==> src/rtl/i2c_master_pkg.sv <==
package i2c_master_pkg;
  // Register byte offsets, one 32-bit word each
  localparam logic [4:0] OFF_STATUS = 5'h00;
  localparam logic [4:0] OFF_CONTROL = 5'h04;
  localparam logic [4:0] OFF_CONTROL_TWO = 5'h08;
  localparam logic [4:0] OFF_BUFFER = 5'h0C;
  localparam logic [4:0] OFF_RELOAD = 5'h10;
  localparam logic [4:0] OFF_FLAGS = 5'h14;
  // Status register fields
  localparam int ST_BUF_FULL = 0;
  localparam int ST_START_SEEN = 3;
  localparam int ST_STOP_SEEN = 4;
  // Control register fields
  localparam int CT_MODE_LSB = 0;
  localparam int CT_ENABLE = 5;
  localparam int CT_WRITE_COLLISION_FLAG = 7;
  // Second control register fields
  localparam int C2_START = 0;
  localparam int C2_RSTART = 1;
  localparam int C2_STOP = 2;
  localparam int C2_ACKSTAT = 6;
  localparam logic [4:0] C2_EVENT_MASK = 5'h1F;
  // Flag register fields
  localparam int FL_PORT_IRQ = 0;
  localparam int FL_BUS_COLL = 1;
  // Mode code for master operation
  localparam logic [3:0] MODE_MASTER = 4'h8;
  // Reset values
  localparam logic [7:0] RST_CONTROL = 8'h00;
  localparam logic [7:0] RST_CONTROL_TWO = 8'h00;
  localparam logic [7:0] RST_RELOAD = 8'h00;
  localparam logic [7:0] RST_BUFFER = 8'h00;
  // Bits per byte on the wire
  localparam logic [3:0] BYTE_BITS = 4'h8;
  // Phases per instruction cycle; second and fourth are odd phase numbers
  localparam logic [1:0] PHASE_SECOND = 2'h1;
  localparam logic [1:0] PHASE_FOURTH = 2'h3;
endpackage

==> src/rtl/i2c_master_start_arbitration.sv <==
`timescale 1ns/10ps
module i2c_master_start_arbitration #(
  parameter int RELOAD_W = 7
) (
  // Clock and reset
  input wire logic sys_clk,
  input wire logic arst_n,
  // Avalon-MM register slave
  input wire logic [4:0] avs_address,
  input wire logic avs_read,
  input wire logic avs_write,
  input wire logic [31:0] avs_writedata,
  input wire logic [3:0] avs_byteenable,
  output logic [31:0] avs_readdata,
  output logic avs_waitrequest,
  // Two-wire bus, open drain
  input wire logic scl_in,
  output logic scl_out,
  output logic scl_oe,
  input wire logic sda_in,
  output logic sda_out,
  output logic sda_oe,
  // Bus state
  output logic bus_free
);

  typedef enum logic [4:0] {
    S_IDLE, S_ST_WAIT, S_ST_HOLD,
    S_RS_SCL, S_RS_SDA, S_RS_RISE, S_RS_HIGH, S_RS_LOW,
    S_TX_LOW, S_TX_RISE, S_TX_HIGH,
    S_P_SDA, S_P_LOW, S_P_RISE, S_P_HIGH, S_P_FREE, S_P_END
  } state_t;

  state_t state;
  logic served;
  logic wr;
  logic [31:0] next_readdata;
  logic [7:0] control;
  logic [7:0] control_two;
  logic [7:0] transfer_buffer;
  logic [7:0] reload;
  logic [7:0] shift_register;
  logic [3:0] bitn;
  logic port_irq;
  logic bus_coll;
  logic start_seen;
  logic stop_seen;
  logic buf_full;
  logic scl_drive;
  logic sda_drive;
  logic scl_q;
  logic sda_q;
  logic start_det;
  logic stop_det;
  logic [1:0] phase;
  logic tick;
  logic [RELOAD_W-1:0] brg_cnt;
  logic brg_run;
  logic brg_load;
  logic brg_done;
  logic master_en;
  logic busy;
  logic buf_wr;
  logic tx_go;
  logic done_start;
  logic done_rs;
  logic done_stop;
  logic byte_done;
  logic coll;
  logic settle;

  // Data bit to put on the wire; released for the acknowledge slot
  function automatic logic drive_bit(input logic [7:0] sh, input logic [3:0] n);
    return (n < i2c_master_pkg::BYTE_BITS) ? ~sh[7] : 1'b0;
  endfunction

  // Bus slave: one wait cycle, then the access completes
  assign avs_waitrequest = (avs_read | avs_write) & ~served;
  assign wr = avs_write & served & avs_byteenable[0];

  always_ff @(posedge sys_clk or negedge arst_n) begin
    if (!arst_n) begin
      served <= 1'b0;
    end else begin
      served <= (avs_read | avs_write) & ~served;
    end
  end

  // Read multiplexer; unmapped addresses read zero
  always_comb begin
    next_readdata = 32'h0000_0000;
    unique case (avs_address)
      i2c_master_pkg::OFF_STATUS: begin
        next_readdata[i2c_master_pkg::ST_BUF_FULL] = buf_full;
        next_readdata[i2c_master_pkg::ST_START_SEEN] = start_seen;
        next_readdata[i2c_master_pkg::ST_STOP_SEEN] = stop_seen;
      end
      i2c_master_pkg::OFF_CONTROL: next_readdata[7:0] = control;
      i2c_master_pkg::OFF_CONTROL_TWO: next_readdata[7:0] = control_two;
      i2c_master_pkg::OFF_BUFFER: next_readdata[7:0] = transfer_buffer;
      i2c_master_pkg::OFF_RELOAD: next_readdata[7:0] = reload;
      i2c_master_pkg::OFF_FLAGS: begin
        next_readdata[i2c_master_pkg::FL_PORT_IRQ] = port_irq;
        next_readdata[i2c_master_pkg::FL_BUS_COLL] = bus_coll;
      end
      default: next_readdata = 32'h0000_0000;
    endcase
  end

  // Read data captured on the edge that drops waitrequest
  always_ff @(posedge sys_clk or negedge arst_n) begin
    if (!arst_n) begin
      avs_readdata <= 32'h0000_0000;
    end else if (avs_read && !served) begin
      avs_readdata <= next_readdata;
    end
  end

  assign master_en = control[i2c_master_pkg::CT_ENABLE] &&
    (control[3:0] == i2c_master_pkg::MODE_MASTER);
  assign busy = (state != S_IDLE);
  assign buf_wr = wr && (avs_address == i2c_master_pkg::OFF_BUFFER);
  // No queueing: a write while anything runs or is requested is refused
  assign tx_go = buf_wr && master_en && !busy &&
    ((control_two[4:0] & i2c_master_pkg::C2_EVENT_MASK) == 5'h00);
  assign settle = done_start | done_rs | done_stop | coll;

  // Control register; write collision set wins over software clear
  always_ff @(posedge sys_clk or negedge arst_n) begin
    if (!arst_n) begin
      control <= i2c_master_pkg::RST_CONTROL;
    end else begin
      if (wr && avs_address == i2c_master_pkg::OFF_CONTROL) begin
        control <= avs_writedata[7:0];
      end
      if (buf_wr && !tx_go) begin
        control[i2c_master_pkg::CT_WRITE_COLLISION_FLAG] <= 1'b1;
      end
    end
  end

  // Second control register; event bits frozen while an event runs
  always_ff @(posedge sys_clk or negedge arst_n) begin
    if (!arst_n) begin
      control_two <= i2c_master_pkg::RST_CONTROL_TWO;
    end else begin
      if (wr && avs_address == i2c_master_pkg::OFF_CONTROL_TWO) begin
        control_two[7] <= avs_writedata[7];
        control_two[5] <= avs_writedata[5];
        if (!busy) begin
          control_two[4:0] <= avs_writedata[4:0];
        end
      end
      if (done_start) begin
        control_two[i2c_master_pkg::C2_START] <= 1'b0;
      end
      if (done_rs) begin
        control_two[i2c_master_pkg::C2_RSTART] <= 1'b0;
      end
      if (done_stop) begin
        control_two[i2c_master_pkg::C2_STOP] <= 1'b0;
      end
      if (coll || !master_en) begin
        control_two[4:0] <= 5'h00;
      end
      if (byte_done) begin
        control_two[i2c_master_pkg::C2_ACKSTAT] <= sda_in;
      end
    end
  end

  // Buffer and reload value
  always_ff @(posedge sys_clk or negedge arst_n) begin
    if (!arst_n) begin
      transfer_buffer <= i2c_master_pkg::RST_BUFFER;
      reload <= i2c_master_pkg::RST_RELOAD;
    end else begin
      if (tx_go || (buf_wr && !master_en)) begin
        transfer_buffer <= avs_writedata[7:0];
      end
      if (wr && avs_address == i2c_master_pkg::OFF_RELOAD) begin
        reload <= avs_writedata[7:0];
      end
    end
  end

  // Flags: write one to clear, a coinciding hardware set wins
  always_ff @(posedge sys_clk or negedge arst_n) begin
    if (!arst_n) begin
      port_irq <= 1'b0;
      bus_coll <= 1'b0;
    end else begin
      if (wr && avs_address == i2c_master_pkg::OFF_FLAGS) begin
        if (avs_writedata[i2c_master_pkg::FL_PORT_IRQ]) port_irq <= 1'b0;
        if (avs_writedata[i2c_master_pkg::FL_BUS_COLL]) bus_coll <= 1'b0;
      end
      if (done_start || done_rs || done_stop || byte_done) begin
        port_irq <= 1'b1;
      end
      if (stop_det && start_seen && master_en) begin
        port_irq <= 1'b1;
      end
      if (coll) begin
        bus_coll <= 1'b1;
      end
    end
  end

  // Start and stop detection from the sensed line levels
  assign start_det = scl_in && scl_q && sda_q && !sda_in;
  assign stop_det = scl_in && scl_q && !sda_q && sda_in;

  always_ff @(posedge sys_clk or negedge arst_n) begin
    if (!arst_n) begin
      scl_q <= 1'b1;
      sda_q <= 1'b1;
      start_seen <= 1'b0;
      stop_seen <= 1'b0;
    end else begin
      scl_q <= scl_in;
      sda_q <= sda_in;
      if (!control[i2c_master_pkg::CT_ENABLE]) begin
        start_seen <= 1'b0;
        stop_seen <= 1'b0;
      end else if (start_det) begin
        start_seen <= 1'b1;
        stop_seen <= 1'b0;
      end else if (stop_det) begin
        start_seen <= 1'b0;
        stop_seen <= 1'b1;
      end
    end
  end

  assign bus_free = stop_seen || (!start_seen && !stop_seen);

  // Buffer full: set on an accepted write, cleared after the byte
  always_ff @(posedge sys_clk or negedge arst_n) begin
    if (!arst_n) begin
      buf_full <= 1'b0;
    end else if (tx_go) begin
      buf_full <= 1'b1;
    end else if (byte_done || coll || !master_en) begin
      buf_full <= 1'b0;
    end
  end

  // Instruction-cycle phase counter; the generator ticks twice per cycle
  assign tick = (phase == i2c_master_pkg::PHASE_SECOND) ||
    (phase == i2c_master_pkg::PHASE_FOURTH);

  always_ff @(posedge sys_clk or negedge arst_n) begin
    if (!arst_n) begin
      phase <= 2'h0;
    end else begin
      phase <= phase + 2'h1;
    end
  end

  // Baud rate generator: load, count down to zero, then hold stopped
  assign brg_done = brg_run && tick && (brg_cnt == '0);

  always_ff @(posedge sys_clk or negedge arst_n) begin
    if (!arst_n) begin
      brg_cnt <= '0;
      brg_run <= 1'b0;
    end else if (brg_load) begin
      brg_cnt <= reload[RELOAD_W-1:0];
      brg_run <= 1'b1;
    end else if (!busy) begin
      brg_run <= 1'b0;
    end else if (brg_run && tick) begin
      if (brg_cnt == '0) begin
        brg_run <= 1'b0;
      end else begin
        brg_cnt <= brg_cnt - 1'b1;
      end
    end
  end

  // Bus sequencer; a load takes effect one cycle after it is asked for
  always_ff @(posedge sys_clk or negedge arst_n) begin
    if (!arst_n) begin
      state <= S_IDLE;
      scl_drive <= 1'b0;
      sda_drive <= 1'b0;
      shift_register <= 8'h00;
      bitn <= 4'h0;
      brg_load <= 1'b0;
      done_start <= 1'b0;
      done_rs <= 1'b0;
      done_stop <= 1'b0;
      byte_done <= 1'b0;
      coll <= 1'b0;
    end else begin
      brg_load <= 1'b0;
      done_start <= 1'b0;
      done_rs <= 1'b0;
      done_stop <= 1'b0;
      byte_done <= 1'b0;
      coll <= 1'b0;
      if (!master_en) begin
        state <= S_IDLE;
        scl_drive <= 1'b0;
        sda_drive <= 1'b0;
      end else begin
        unique case (state)
          S_IDLE: begin
            if (tx_go) begin
              shift_register <= avs_writedata[7:0];
              bitn <= 4'h0;
              scl_drive <= 1'b1;
              sda_drive <= drive_bit(avs_writedata[7:0], 4'h0);
              brg_load <= 1'b1;
              state <= S_TX_LOW;
            end else if (settle) begin
              state <= S_IDLE;
            end else if (control_two[i2c_master_pkg::C2_START]) begin
              if (sda_in && scl_in) begin
                brg_load <= 1'b1;
                state <= S_ST_WAIT;
              end else if (!sda_in && !scl_in) begin
                coll <= 1'b1;
              end
            end else if (control_two[i2c_master_pkg::C2_RSTART]) begin
              scl_drive <= 1'b1;
              state <= S_RS_SCL;
            end else if (control_two[i2c_master_pkg::C2_STOP]) begin
              scl_drive <= 1'b1;
              sda_drive <= 1'b1;
              state <= S_P_SDA;
            end
          end
          S_ST_WAIT: begin
            if (!scl_in) begin
              coll <= 1'b1;
              state <= S_IDLE;
            end else if (brg_done) begin
              if (sda_in) begin
                sda_drive <= 1'b1;
                brg_load <= 1'b1;
                state <= S_ST_HOLD;
              end else begin
                coll <= 1'b1;
                state <= S_IDLE;
              end
            end
          end
          S_ST_HOLD: begin
            if (brg_done) begin
              done_start <= 1'b1;
              state <= S_IDLE;
            end
          end
          S_RS_SCL: begin
            if (!scl_in) begin
              sda_drive <= 1'b0;
              brg_load <= 1'b1;
              state <= S_RS_SDA;
            end
          end
          S_RS_SDA: begin
            if (brg_done && sda_in) begin
              scl_drive <= 1'b0;
              state <= S_RS_RISE;
            end
          end
          S_RS_RISE: begin
            if (scl_in) begin
              if (!sda_in) begin
                coll <= 1'b1;
                scl_drive <= 1'b0;
                state <= S_IDLE;
              end else begin
                brg_load <= 1'b1;
                state <= S_RS_HIGH;
              end
            end
          end
          S_RS_HIGH: begin
            if (!scl_in || !sda_in) begin
              coll <= 1'b1;
              state <= S_IDLE;
            end else if (brg_done) begin
              sda_drive <= 1'b1;
              brg_load <= 1'b1;
              state <= S_RS_LOW;
            end
          end
          S_RS_LOW: begin
            if (brg_done) begin
              done_rs <= 1'b1;
              state <= S_IDLE;
            end
          end
          S_TX_LOW: begin
            if (brg_done) begin
              scl_drive <= 1'b0;
              state <= S_TX_RISE;
            end
          end
          S_TX_RISE: begin
            if (scl_in) begin
              brg_load <= 1'b1;
              state <= S_TX_HIGH;
            end
          end
          S_TX_HIGH: begin
            if (bitn < i2c_master_pkg::BYTE_BITS && !sda_drive && !sda_in) begin
              coll <= 1'b1;
              sda_drive <= 1'b0;
              state <= S_IDLE;
            end else if (brg_done) begin
              scl_drive <= 1'b1;
              if (bitn == i2c_master_pkg::BYTE_BITS) begin
                byte_done <= 1'b1;
                sda_drive <= 1'b0;
                state <= S_IDLE;
              end else begin
                shift_register <= {shift_register[6:0], 1'b0};
                bitn <= bitn + 4'h1;
                sda_drive <= drive_bit({shift_register[6:0], 1'b0}, bitn + 4'h1);
                brg_load <= 1'b1;
                state <= S_TX_LOW;
              end
            end
          end
          S_P_SDA: begin
            if (!sda_in) begin
              brg_load <= 1'b1;
              state <= S_P_LOW;
            end
          end
          S_P_LOW: begin
            if (brg_done) begin
              scl_drive <= 1'b0;
              state <= S_P_RISE;
            end
          end
          S_P_RISE: begin
            if (scl_in) begin
              brg_load <= 1'b1;
              state <= S_P_HIGH;
            end
          end
          S_P_HIGH: begin
            if (brg_done) begin
              sda_drive <= 1'b0;
              state <= S_P_FREE;
            end
          end
          S_P_FREE: begin
            if (sda_in && scl_in) begin
              brg_load <= 1'b1;
              state <= S_P_END;
            end
          end
          S_P_END: begin
            if (brg_done) begin
              done_stop <= 1'b1;
              state <= S_IDLE;
            end
          end
        endcase
      end
    end
  end

  // Open drain: only ever pull low or release
  assign scl_out = 1'b0;
  assign sda_out = 1'b0;
  assign scl_oe = scl_drive;
  assign sda_oe = sda_drive;

endmodule

==> config.mk <==
export PLATFORM = sky130hd
export DESIGN_NAME = i2c_master_start_arbitration
export DESIGN_NICKNAME = d
export VERILOG_FILES = /design/src/rtl/i2c_master_pkg.sv /design/src/rtl/i2c_master_start_arbitration.sv
export SDC_FILE = /design/constraint.sdc
export NUM_CORES = 1
export LEC_CHECK = 0
export ABC_AREA = 1
export CELL_PAD_IN_SITES_DETAIL_PLACEMENT = 1
export CELL_PAD_IN_SITES_GLOBAL_PLACEMENT = 1
export CORE_UTILIZATION = 46
export DETAILED_ROUTE_END_ITERATION = 7
export DONT_BUFFER_PORTS = 1
export PLACE_DENSITY = 0.91
export SYNTH_ARGS = -nofsm -noshare
export SYNTH_HDL_FRONTEND = slang
export SYNTH_SLANG_ARGS = --single-unit
==> constraint.sdc <==
create_clock -name sys_clk -period 1.9 [get_ports sys_clk]
set_input_delay 0 -clock sys_clk [delete_from_list [all_inputs] [get_ports sys_clk]]
set_output_delay 0 -clock sys_clk [all_outputs]
set_load 0.05 [all_outputs]
==> results of run 1 <==
-- per-stage QoR --
stage                     hold WS, ns  instances  area, um2  setup WS [ns]   util
after floorplan                -0.296        711       5110          0.231      -
after global placement         -0.294        865       5430        -0.0916  0.519
after detailed placement       -0.294        865       5430         -0.159  0.519
after CTS                      0.0132        907       5980       -0.00543  0.572
after global routing           0.0431        925       6480         -0.228  0.619
final                          0.0123        925       6480         -0.211  0.619
-- worst max-delay path: stages (launching register included) --
cell      delay (ns)
dfrtp_1         0.42
nor2_2          0.18
nand2_1         0.14
nor2_4          0.22
buf_4           0.18
nand2_1         0.14
inv_2           0.13
o21ai_2         0.12
a211oi_2        0.43
-- power groups by stage --
stage / logic (W) / clock network, W / registers (W)
final: 0.000475 / 0.00136 / 0.00193
after global routing: 0.000502 / 0.00141 / 0.00194
after CTS: 0.000425 / 0.00130 / 0.00192
after detailed placement: 0.000342 / 0 / 0.00196
after global placement: 0.000326 / 0 / 0.00195
after floorplan: 0.000315 / 0 / 0.00194
-- layout by cell type (no fill, tap or decap), types with 7 or more instances in the layout --
| cell type | Yosys | final |
|---|---|---|
| o21ai_2 | 17 | 18 |
| nor2_1 | 76 | 52 |
| nor2_4 | 2 | 16 |
| dfrtp_1 | 80 | 75 |
| inv_1 | 80 | 69 |
| nand3_2 | 4 | 13 |
| buf_4 | 26 | 72 |
| nand4_1 | 10 | 10 |
| nor3_1 | 8 | 7 |
| conb_1 | 1 | 26 |
| buf_6 | 4 | 8 |
| dlygate4sd3_1 | 0 | 15 |
| nand2_2 | 7 | 23 |
| o21ai_0 | 53 | 46 |
| nor2_2 | 9 | 19 |
| inv_2 | 3 | 10 |
| clkbuf_8 | 0 | 9 |
| nand2_1 | 191 | 170 |
| nand3_1 | 49 | 35 |
| a21oi_1 | 16 | 14 |
-- final timing paths --
check | depth (start not counted) | from | end | slack, ns
hold reg to reg | 1 | served$_DFF_PN0_ | served$_DFF_PN0_ | 0.47
setup reg to reg | 8 | control[0]$_DFFE_PN0P_ | control_two[2]$_DFFE_PN0P_ | -0.21
hold / removal | 4 | avs_read | avs_readdata[1]$_DFFE_PN0P_ | 0.01
max in group asynchronous | 2 | arst_n | scl_q$_DFF_PN1_ | 1.34
setup / recovery | 8 | control[0]$_DFFE_PN0P_ | control_two[2]$_DFFE_PN0P_ | -0.21
min in group asynchronous | 2 | arst_n | brg_cnt[2]$_DFFE_PN0P_ | 0.18
-- metal layers --
metal | GRT usage | vias up | wire length [um]
li1 | - | 2376 | -
met1 | 0.410 | 2817 | 8180
met2 | 0.667 | 402 | 11700
met3 | 0.0907 | 178 | 1950
met4 | 0.303 | 0 | 2050
met5 | 0 | - | 0
-- flip-flops by register name (all words and copies together), names as in the netlist, 2 cells and up --
signal,flops
shift_register,7
phase,2
control_two,8
control,8
brg_cnt,7
transfer_buffer,8
reload,8
avs_readdata,8
bitn,4
state,5
-- logic make-up after synthesis --
family | synth area share
other | 0.000747
adders and majority gates | 0.0150
buffers and inverters | 0.119
AOI/OAI and AO/OA | 0.137
xor gates and xnor gates | 0.00349
and+or+nand+nor | 0.315
DFF | 0.409
-- area by class of cell --
class                      count  area (um2)
tap                          136         170
sequential                    82        2060
clock buffer                  10         128
inverter                      85         329
timing repair buffer         100         891
fill                        1294        3990
multi-input combinational    507        2840
clock inverter                 5        56.3
-- timing repair --
item / in CTS / in global routing
buffers inserted: 10 / 18
pin swaps: 2 / 30
setup endpoints to repair: 20 / 28
resized for setup: 24 / 110
gates cloned: 1 / 0
hold buffers: 16 / 0
hold endpoints to repair: 128 / 0
==> results.cfg, run 1 <==
[run_status]
status = finished, violations left
violations = setup timing

[worst_setup_path]
endpoint_kind = flip-flop
worstPathArrival_ns = 2.35
required_ns = 2.14
startpoint_type = flip-flop
crit_fanout = 5
crit_type = flip-flop to flip-flop

[power_and_ir_drop]
comb_power_share = 0.126
fin_total_pwr_w = 0.00377
pwr-share-clk = 0.362
netSwitchingFraction = 0.328
internal_power_w = 0.00253
power_switching_w = 0.00124
peakVddDrop_uv = 373
p_leak_nw = 3.22
pwr_density_cell_mw_per_mm2 = 582
p_seq_frac = 0.512

[timing]
setup_tns_ns = -1.51
rsz0062_at_grt = yes
fin_skew_ns = 0.0244
setup_slack_ns = -0.211
worstMarginPinSlew_ns = 0.722
slew_headroom = 0.513
max_freq_mhz = 474
period_share = 1.11
hold_viol = 0
finalSetupViolCount = 20
period_needed_ns = 2.11
finalMaxSlewViolations = 0

[cts]
clock-sinks = 82
path_clk_slew_ns = 0.11
h-tree-depth = 3
cts_tree = built
cts_buffers = 9
clk-insertion-delay-late_ns = 0.39
cts_root_buf = clkbuf_8
cts_buffer_depth = 2

[yosys]
ys_seq_area_frac = 0.409
syn_inst = 686
ys_seq_elements = 82
synth_edf_count = 0
ys.flop_type = dfrtp_1
synthArstFlopShare = 1.00
yosysWarnings = 0
postSynthAreaPerCell_um2 = 7.32
yosysMostFrequentCell = nand2_1
ys_types = 42
yosysTopAreaCellShare = 0.399
synth_common_cells = nand2_1, dfrtp_1, inv_1, nor2_1, o21ai_0
syn_area_mm2 = 0.00502
synth_area_leader_cell = dfrtp_1
synth_area_leaders = dfrtp_1, nand2_1, inv_1, nor2_1, o21ai_0

[route]
drtPass1Iterations = 5
antenna_left = 0
drt_iter0_markers = 501
wire_per_inst_um = 25.8
drt_wl_total_um = 23800
viasPerCell = 6.24
vias = 5773
drcViolationCount = 0

[final_layout]
drive_gt1_frac = 0.293
fin_nets = 838
syn_to_final_growth_pct = 29.0
antenna_cells = 0

[global_route]
gr-usage-all-layers = 0.389
grt.overflow.total = 0
grt_max_degree = 83
grt_pass1_wl_um = 33000
antenna_found_initial = 0
first_global_vias = 6044

[floorplanning]
ios = 85
rows = 37
die_h_um = 106
start_util = 0.480
dieWidth_um = 106
core_mm2 = 0.0105
dieArea_mm2 = 0.0113

[place]
port_buffers = 0
gp_congestion = 0.909
dp_hpwl_um = 12700

[flow_run]
maxCapViolCount = 0

[min_path]
hold_path_class = primary input to flip-flop
Power figures use the tool's default switching activity.
==> run 2, diff against run 1 <==
--- a/config.mk
+++ b/config.mk
@@ -9,6 +9,7 @@
 export CELL_PAD_IN_SITES_DETAIL_PLACEMENT = 1
 export CELL_PAD_IN_SITES_GLOBAL_PLACEMENT = 1
 export CORE_UTILIZATION = 46
+export CTS_BUF_LIST = sky130_fd_sc_hd__clkbuf_16
 export DETAILED_ROUTE_END_ITERATION = 7
 export DONT_BUFFER_PORTS = 1
 export PLACE_DENSITY = 0.91
==> run 2 against run 1 <==
Net effect: the flow finishes with violations (hold timing, setup timing); cell area shrank 0.58%; total power increased by 11%; first-iteration DRC count increased by 0.40%; fmax up 4.8%; cell count down 1.3%; non-clock buffer count shrank 14; clock-buffer cell count shrank 1; combinational power down 11%; register-to-register slack better by 0.097 ns; core utilization shrank 0.36 points; highest routed layer unchanged.
==> results.cfg, run 2 (same netlist as run 1, synthesis figures left out) <==
[floorplanning]
dieWidth_um = 106
die_h_um = 106
start_util = 0.480
rows = 37
core_mm2 = 0.0105
ios = 85
dieArea_mm2 = 0.0113

[cts]
clk-insertion-delay-late_ns = 0.36
h-tree-depth = 3
cts_buffers = 9
cts_root_buf = clkbuf_16
cts_tree = built
path_clk_slew_ns = 0.08
clock-sinks = 82
cts_buffer_depth = 2
hold_buffers = 14

[timing]
hold_viol = 83
fin_skew_ns = 0.0183
worstMarginPinSlew_ns = 0.567
rsz0062_at_grt = yes
finalMaxSlewViolations = 0
setup_slack_ns = -0.114
period_share = 1.06
period_needed_ns = 2.01
whs_ns = -0.672
max_freq_mhz = 496
setup_tns_ns = -0.612
slew_headroom = 0.617
finalSetupViolCount = 15

[place]
dp_hpwl_um = 12700
port_buffers = 0
pre_cts_ws_ns = -0.159
dp_cells = 865
gp_congestion = 0.909
place_area_mm2 = 0.00543

[worst_setup_path]
r2r_end = shift_register[1]$_DFFE_PN0P_
crit_end = shift_register[1]$_DFFE_PN0P_
worstPathArrival_ns = 2.26
startpoint = brg_cnt[4]$_DFFE_PN0P_
required_ns = 2.15
startpoint_type = flip-flop
crit_fanout = 5
reg2regPathDepth = 9
crit_type = flip-flop to flip-flop
reg2reg_from = brg_cnt[4]$_DFFE_PN0P_
endpoint_kind = flip-flop
rrSetupSlack_ns = -0.11

[route]
drt_wl_total_um = 22100
drcViolationCount = 0
viasPerCell = 6.08
drtPass1Iterations = 6
wire_per_inst_um = 24.2
antenna_left = 0
vias = 5552
drt_iter0_markers = 503

[power_and_ir_drop]
peakVddDrop_uv = 580
p_leak_nw = 3.21
pwr_density_cell_mw_per_mm2 = 650

[run_status]
status = finished, violations left
violations = hold timing, setup timing

[final_layout]
utilization = 0.615
antenna_cells = 0
layout_common_cells = nand2_1, inv_1, dfrtp_1
post_layout_nonfiller_instances = 913
fin_area_mm2 = 0.00644
fin_nets = 826
layout_commonest_cell = nand2_1
drive_gt1_frac = 0.268
syn_to_final_growth_pct = 28.3

[global_route]
first_global_vias = 5824
grt_pass1_wl_um = 30700
gr-usage-all-layers = 0.357
antenna_found_initial = 0
grt_max_degree = 83
grt.overflow.total = 0

[flow_run]
maxCapViolCount = 0

[min_path]
hold_path_class = primary input to asynchronous set/reset pin
run 2: cell types whose count changed in the layout (fill, tap and decap cells not counted), moves of 2 or more:
cell       previous run  this run
buf_4                72        62
clkbuf_16             0         9
clkbuf_8              9         0
inv_1                69        75
inv_2                10         6
o21ai_1               5         8
a21oi_1              14        16
buf_16                2         0
nand3_2              13        11
nand3b_4              1         3
nor2_4               16        18
run 2: power by group:
| group | internal, W | switching [W] | total, W |
|---|---|---|---|
| Combinational | 0.000110 | 0.000312 | 0.000423 |
| Clock | 0.00101 | 0.000821 | 0.00183 |
| Sequential | 0.00182 | 0.000115 | 0.00193 |
| Total | 0.00294 | 0.00125 | 0.00418 |
run 2: through the flow:
step / total power (W) / hold WS (ns)
2_1_floorplan: 0.00225 / -0.296
3_3_place_gp: 0.00228 / -0.294
3_5_place_dp: 0.00230 / -0.294
4_1_cts: 0.00408 / -0.658
5_1_grt: 0.00424 / -0.672
6_report: 0.00418 / -0.672
run 2: area by class of cell:
cell class,count,area [um2]
Clock buffer,9,225
Clock inverter,6,60.1
Fill cell,1302,4020
Inverter,85,327
Multi-Input combinational cell,509,2860
Sequential cell,82,2060
Tap cell,136,170
Timing Repair Buffer,86,739
run 2: how the worst min path moves through the flow:
stage	startpoint	end	slack, ns	cells past startpoint
floorplan	arst_n	avs_readdata[0]$_DFFE_PN0P_	-0.30	0
global placement	arst_n	brg_cnt[4]$_DFFE_PN0P_	-0.29	0
detailed placement	arst_n	brg_cnt[4]$_DFFE_PN0P_	-0.29	0
CTS	arst_n	shift_register[1]$_DFFE_PN0P_	-0.66	0
global route	arst_n	byte_done$_DFF_PN0_	-0.67	0
finish	arst_n	brg_cnt[4]$_DFFE_PN0P_	-0.67	0
run 2: critical path: stages, from the launching register on:
cell and delay, ns:
dfrtp_1 0.41, nor2_1 0.22, nand2_2 0.12, nor2_4 0.19, nand2_4 0.10, nand2_1 0.13
nand3_2 0.15, nand3b_4 0.29, o21ai_2 0.21, inv_1 0.07
run 2: per-layer routing:
metal | global-route usage | wire length, um
met1 | 0.373 | 7890
met2 | 0.631 | 11300
met3 | 0.0705 | 1330
met4 | 0.267 | 1580
met5 | 0 | 0
run 2: timing repair:
item,CTS,global route
endpoints found under the setup margin,18,26
resized for setup,20,103
gates cloned,2,0
hold endpoints to repair,117,82
setup buffers,1,16
pin swaps,1,29
==> run 3, diff against run 2 <==
--- a/config.mk
+++ b/config.mk
@@ -6,12 +6,13 @@
 export NUM_CORES = 1
 export LEC_CHECK = 0
 export ABC_AREA = 1
+export BUFFER_PORTS_ARGS = -buffer_cell sky130_fd_sc_hd__buf_4
+export CAP_MARGIN = 10
 export CELL_PAD_IN_SITES_DETAIL_PLACEMENT = 1
 export CELL_PAD_IN_SITES_GLOBAL_PLACEMENT = 1
-export CORE_UTILIZATION = 46
+export CORE_UTILIZATION = 41
 export CTS_BUF_LIST = sky130_fd_sc_hd__clkbuf_16
 export DETAILED_ROUTE_END_ITERATION = 7
-export DONT_BUFFER_PORTS = 1
 export PLACE_DENSITY = 0.91
 export SYNTH_ARGS = -nofsm -noshare
 export SYNTH_HDL_FRONTEND = slang
==> run 3 against run 2 <==
Net effect: the flow finishes with violations (setup timing); non-clock buffer count rose by 4; clock skew fell by 0.0038 ns; cell count rose by 1.6%; clock-buffer cell count did not move; sequential cell count did not move; first-iteration DRC count fell by 23%; setup slack improved by 0.071 ns; wire length fell by 15%.
==> results.cfg, run 3 (same netlist as run 1, synthesis figures left out) <==
[run_status]
status = finished, violations left
violations = setup timing

[route]
antenna_left = 0
vias = 5222
drt_wl_total_um = 18700
drtPass1Iterations = 5
wire_per_inst_um = 20.2
viasPerCell = 5.63
drcViolationCount = 0
drt_iter0_markers = 386

[power_and_ir_drop]
p_leak_nw = 3.19
peakVddDrop_uv = 339
pwr_density_cell_mw_per_mm2 = 642

[timing]
rsz0062_at_grt = yes
worstMarginPinSlew_ns = 0.566
period_share = 1.02
fin_skew_ns = 0.0145
max_freq_mhz = 515
hold_viol = 0
setup_slack_ns = -0.0435
period_needed_ns = 1.94
slew_headroom = 0.623
finalMaxSlewViolations = 0
finalSetupViolCount = 2

[cts]
cts_root_buf = clkbuf_16
h-tree-depth = 3
cts_buffer_depth = 2
clk-insertion-delay-late_ns = 0.35
clock-sinks = 82
cts_tree = built
cts_buffers = 9
path_clk_slew_ns = 0.07

[place]
dp_hpwl_um = 12900
dp_cells = 891
place_area_mm2 = 0.00557
port_buffers = 31
gp_congestion = 0.932
pre_cts_ws_ns = -0.115

[worst_setup_path]
reg2regPathDepth = 11
required_ns = 2.13
crit_fanout = 6
rrSetupSlack_ns = -0.04
r2r_end = shift_register[1]$_DFFE_PN0P_
startpoint_type = flip-flop
worstPathArrival_ns = 2.18
endpoint_kind = flip-flop
crit_type = flip-flop to flip-flop
reg2reg_from = state[0]$_DFFE_PN0P_

[global_route]
first_global_vias = 5422
grt.overflow.total = 0
grt_util_met3 = 0.0545
antenna_found_initial = 0
grt_max_degree = 42
met1_usage = 0.332
gr-usage-all-layers = 0.295
busiest_layer = met2
grt_pass1_wl_um = 28700
use_met2 = 0.525

[final_layout]
antenna_cells = 0
layout_commonest_cell = nand2_1
register_area_mm2 = 0.00206
fin_nets = 829
layout_common_cells = nand2_1, buf_4, inv_1
drive_gt1_frac = 0.248
syn_to_final_growth_pct = 25.1
fillerInstances = 1489
multiInputGateArea_mm2 = 0.00272
post_layout_nonfiller_instances = 928
fin_area_mm2 = 0.00628

[floorplanning]
dieWidth_um = 113
ios = 85
dieArea_mm2 = 0.0127
start_util = 0.420
die_h_um = 113
rows = 40
core_mm2 = 0.0120

[min_path]
hold_end = transfer_buffer[5]$_DFFE_PN0P_
min_from = avs_writedata[5]
hold_path_class = primary input to flip-flop
holdPathStages = 3

[flow_run]
maxCapViolCount = 0
==> run 3: cell count changes in the layout (fill, tap and decap cells not counted), moves of 5 or more <==
cell           delta
nand2_1          +10
dlygate4sd3_1     -6
nand3_1           +5
nor2_1            +6
buf_6             -6
buf_4            +16
nand2_2           -8
==> run 3: through the flow <==
stage	setup TNS [ns]	power (W)	hold WS, ns	utilization
after floorplan	0	0.00225	-0.296	-
final	-0.0459	0.00403	0.0352	0.525
after detailed placement	-0.727	0.00241	0.0231	0.465
after global routing	-1.06	0.00413	0.0515	0.525
after CTS	0	0.00399	0.0250	0.502
after global placement	-0.0145	0.00239	0.0169	0.465
==> run 3: layer usage <==
metal / wire length [um] / part of all wire
met5: 0 / 0
met4: 1230 / 0.065
met1: 7240 / 0.39
met3: 933 / 0.050
met2: 9350 / 0.50
==> run 3: final cells by class <==
class                      count  area share
timing repair buffer          90       0.117
tap                          147      0.0293
sequential                    82       0.328
clock buffer                   9      0.0359
clock inverter                 7     0.00478
inverter                      85      0.0516
multi-input combinational    508       0.433
==> run 3: critical path: stages (launching register included) <==
cell and delay [ns]:
dfrtp_2 0.44, buf_6 0.15, inv_1 0.09, nand3_4 0.11, nor2_4 0.24, nand2_2 0.12
nand3_2 0.11, nand3b_4 0.18, buf_4 0.14, nand2_1 0.09, o21ai_2 0.09, inv_1 0.06
==> run 3: power breakdown <==
group / leakage, nW / internal [W] / switching, W
sequential: 1.06 / 0.00182 / 0.0000582
clock: 0.136 / 0.000861 / 0.000744
combinational: 1.99 / 0.000142 / 0.000404
total: 3.19 / 0.00282 / 0.00121
==> run 3: repair_timing <==
item / 4_1_cts / 5_1_grt
hold buffers: 8 / 0
endpoints found under the hold margin: 42 / 0
cloned: 1 / 0
pin swaps: 2 / 13
setup endpoints to repair: 16 / 21
setup buffers: 6 / 6
resized for setup: 11 / 70
==> run 3: how the worst max path moves through the flow <==
stage / startpoint / to / slack, ns / depth (start not counted)
4_1_cts: state[1]$_DFFE_PN0P_ / brg_load$_DFF_PN0_ / 0.002 / 9
3_5_place_dp: brg_cnt[0]$_DFFE_PN0P_ / shift_register[6]$_DFFE_PN0P_ / -0.12 / 10
3_3_place_gp: state[0]$_DFFE_PN0P_ / state[3]$_DFFE_PN0P_ / -0.01 / 12
6_report: state[0]$_DFFE_PN0P_ / shift_register[1]$_DFFE_PN0P_ / -0.04 / 11
5_1_grt: brg_cnt[0]$_DFFE_PN0P_ / bitn[0]$_DFFE_PN0P_ / -0.11 / 12
2_1_floorplan: state[0]$_DFFE_PN0P_ / sda_oe$_DFFE_PN0P_ / 0.23 / 12
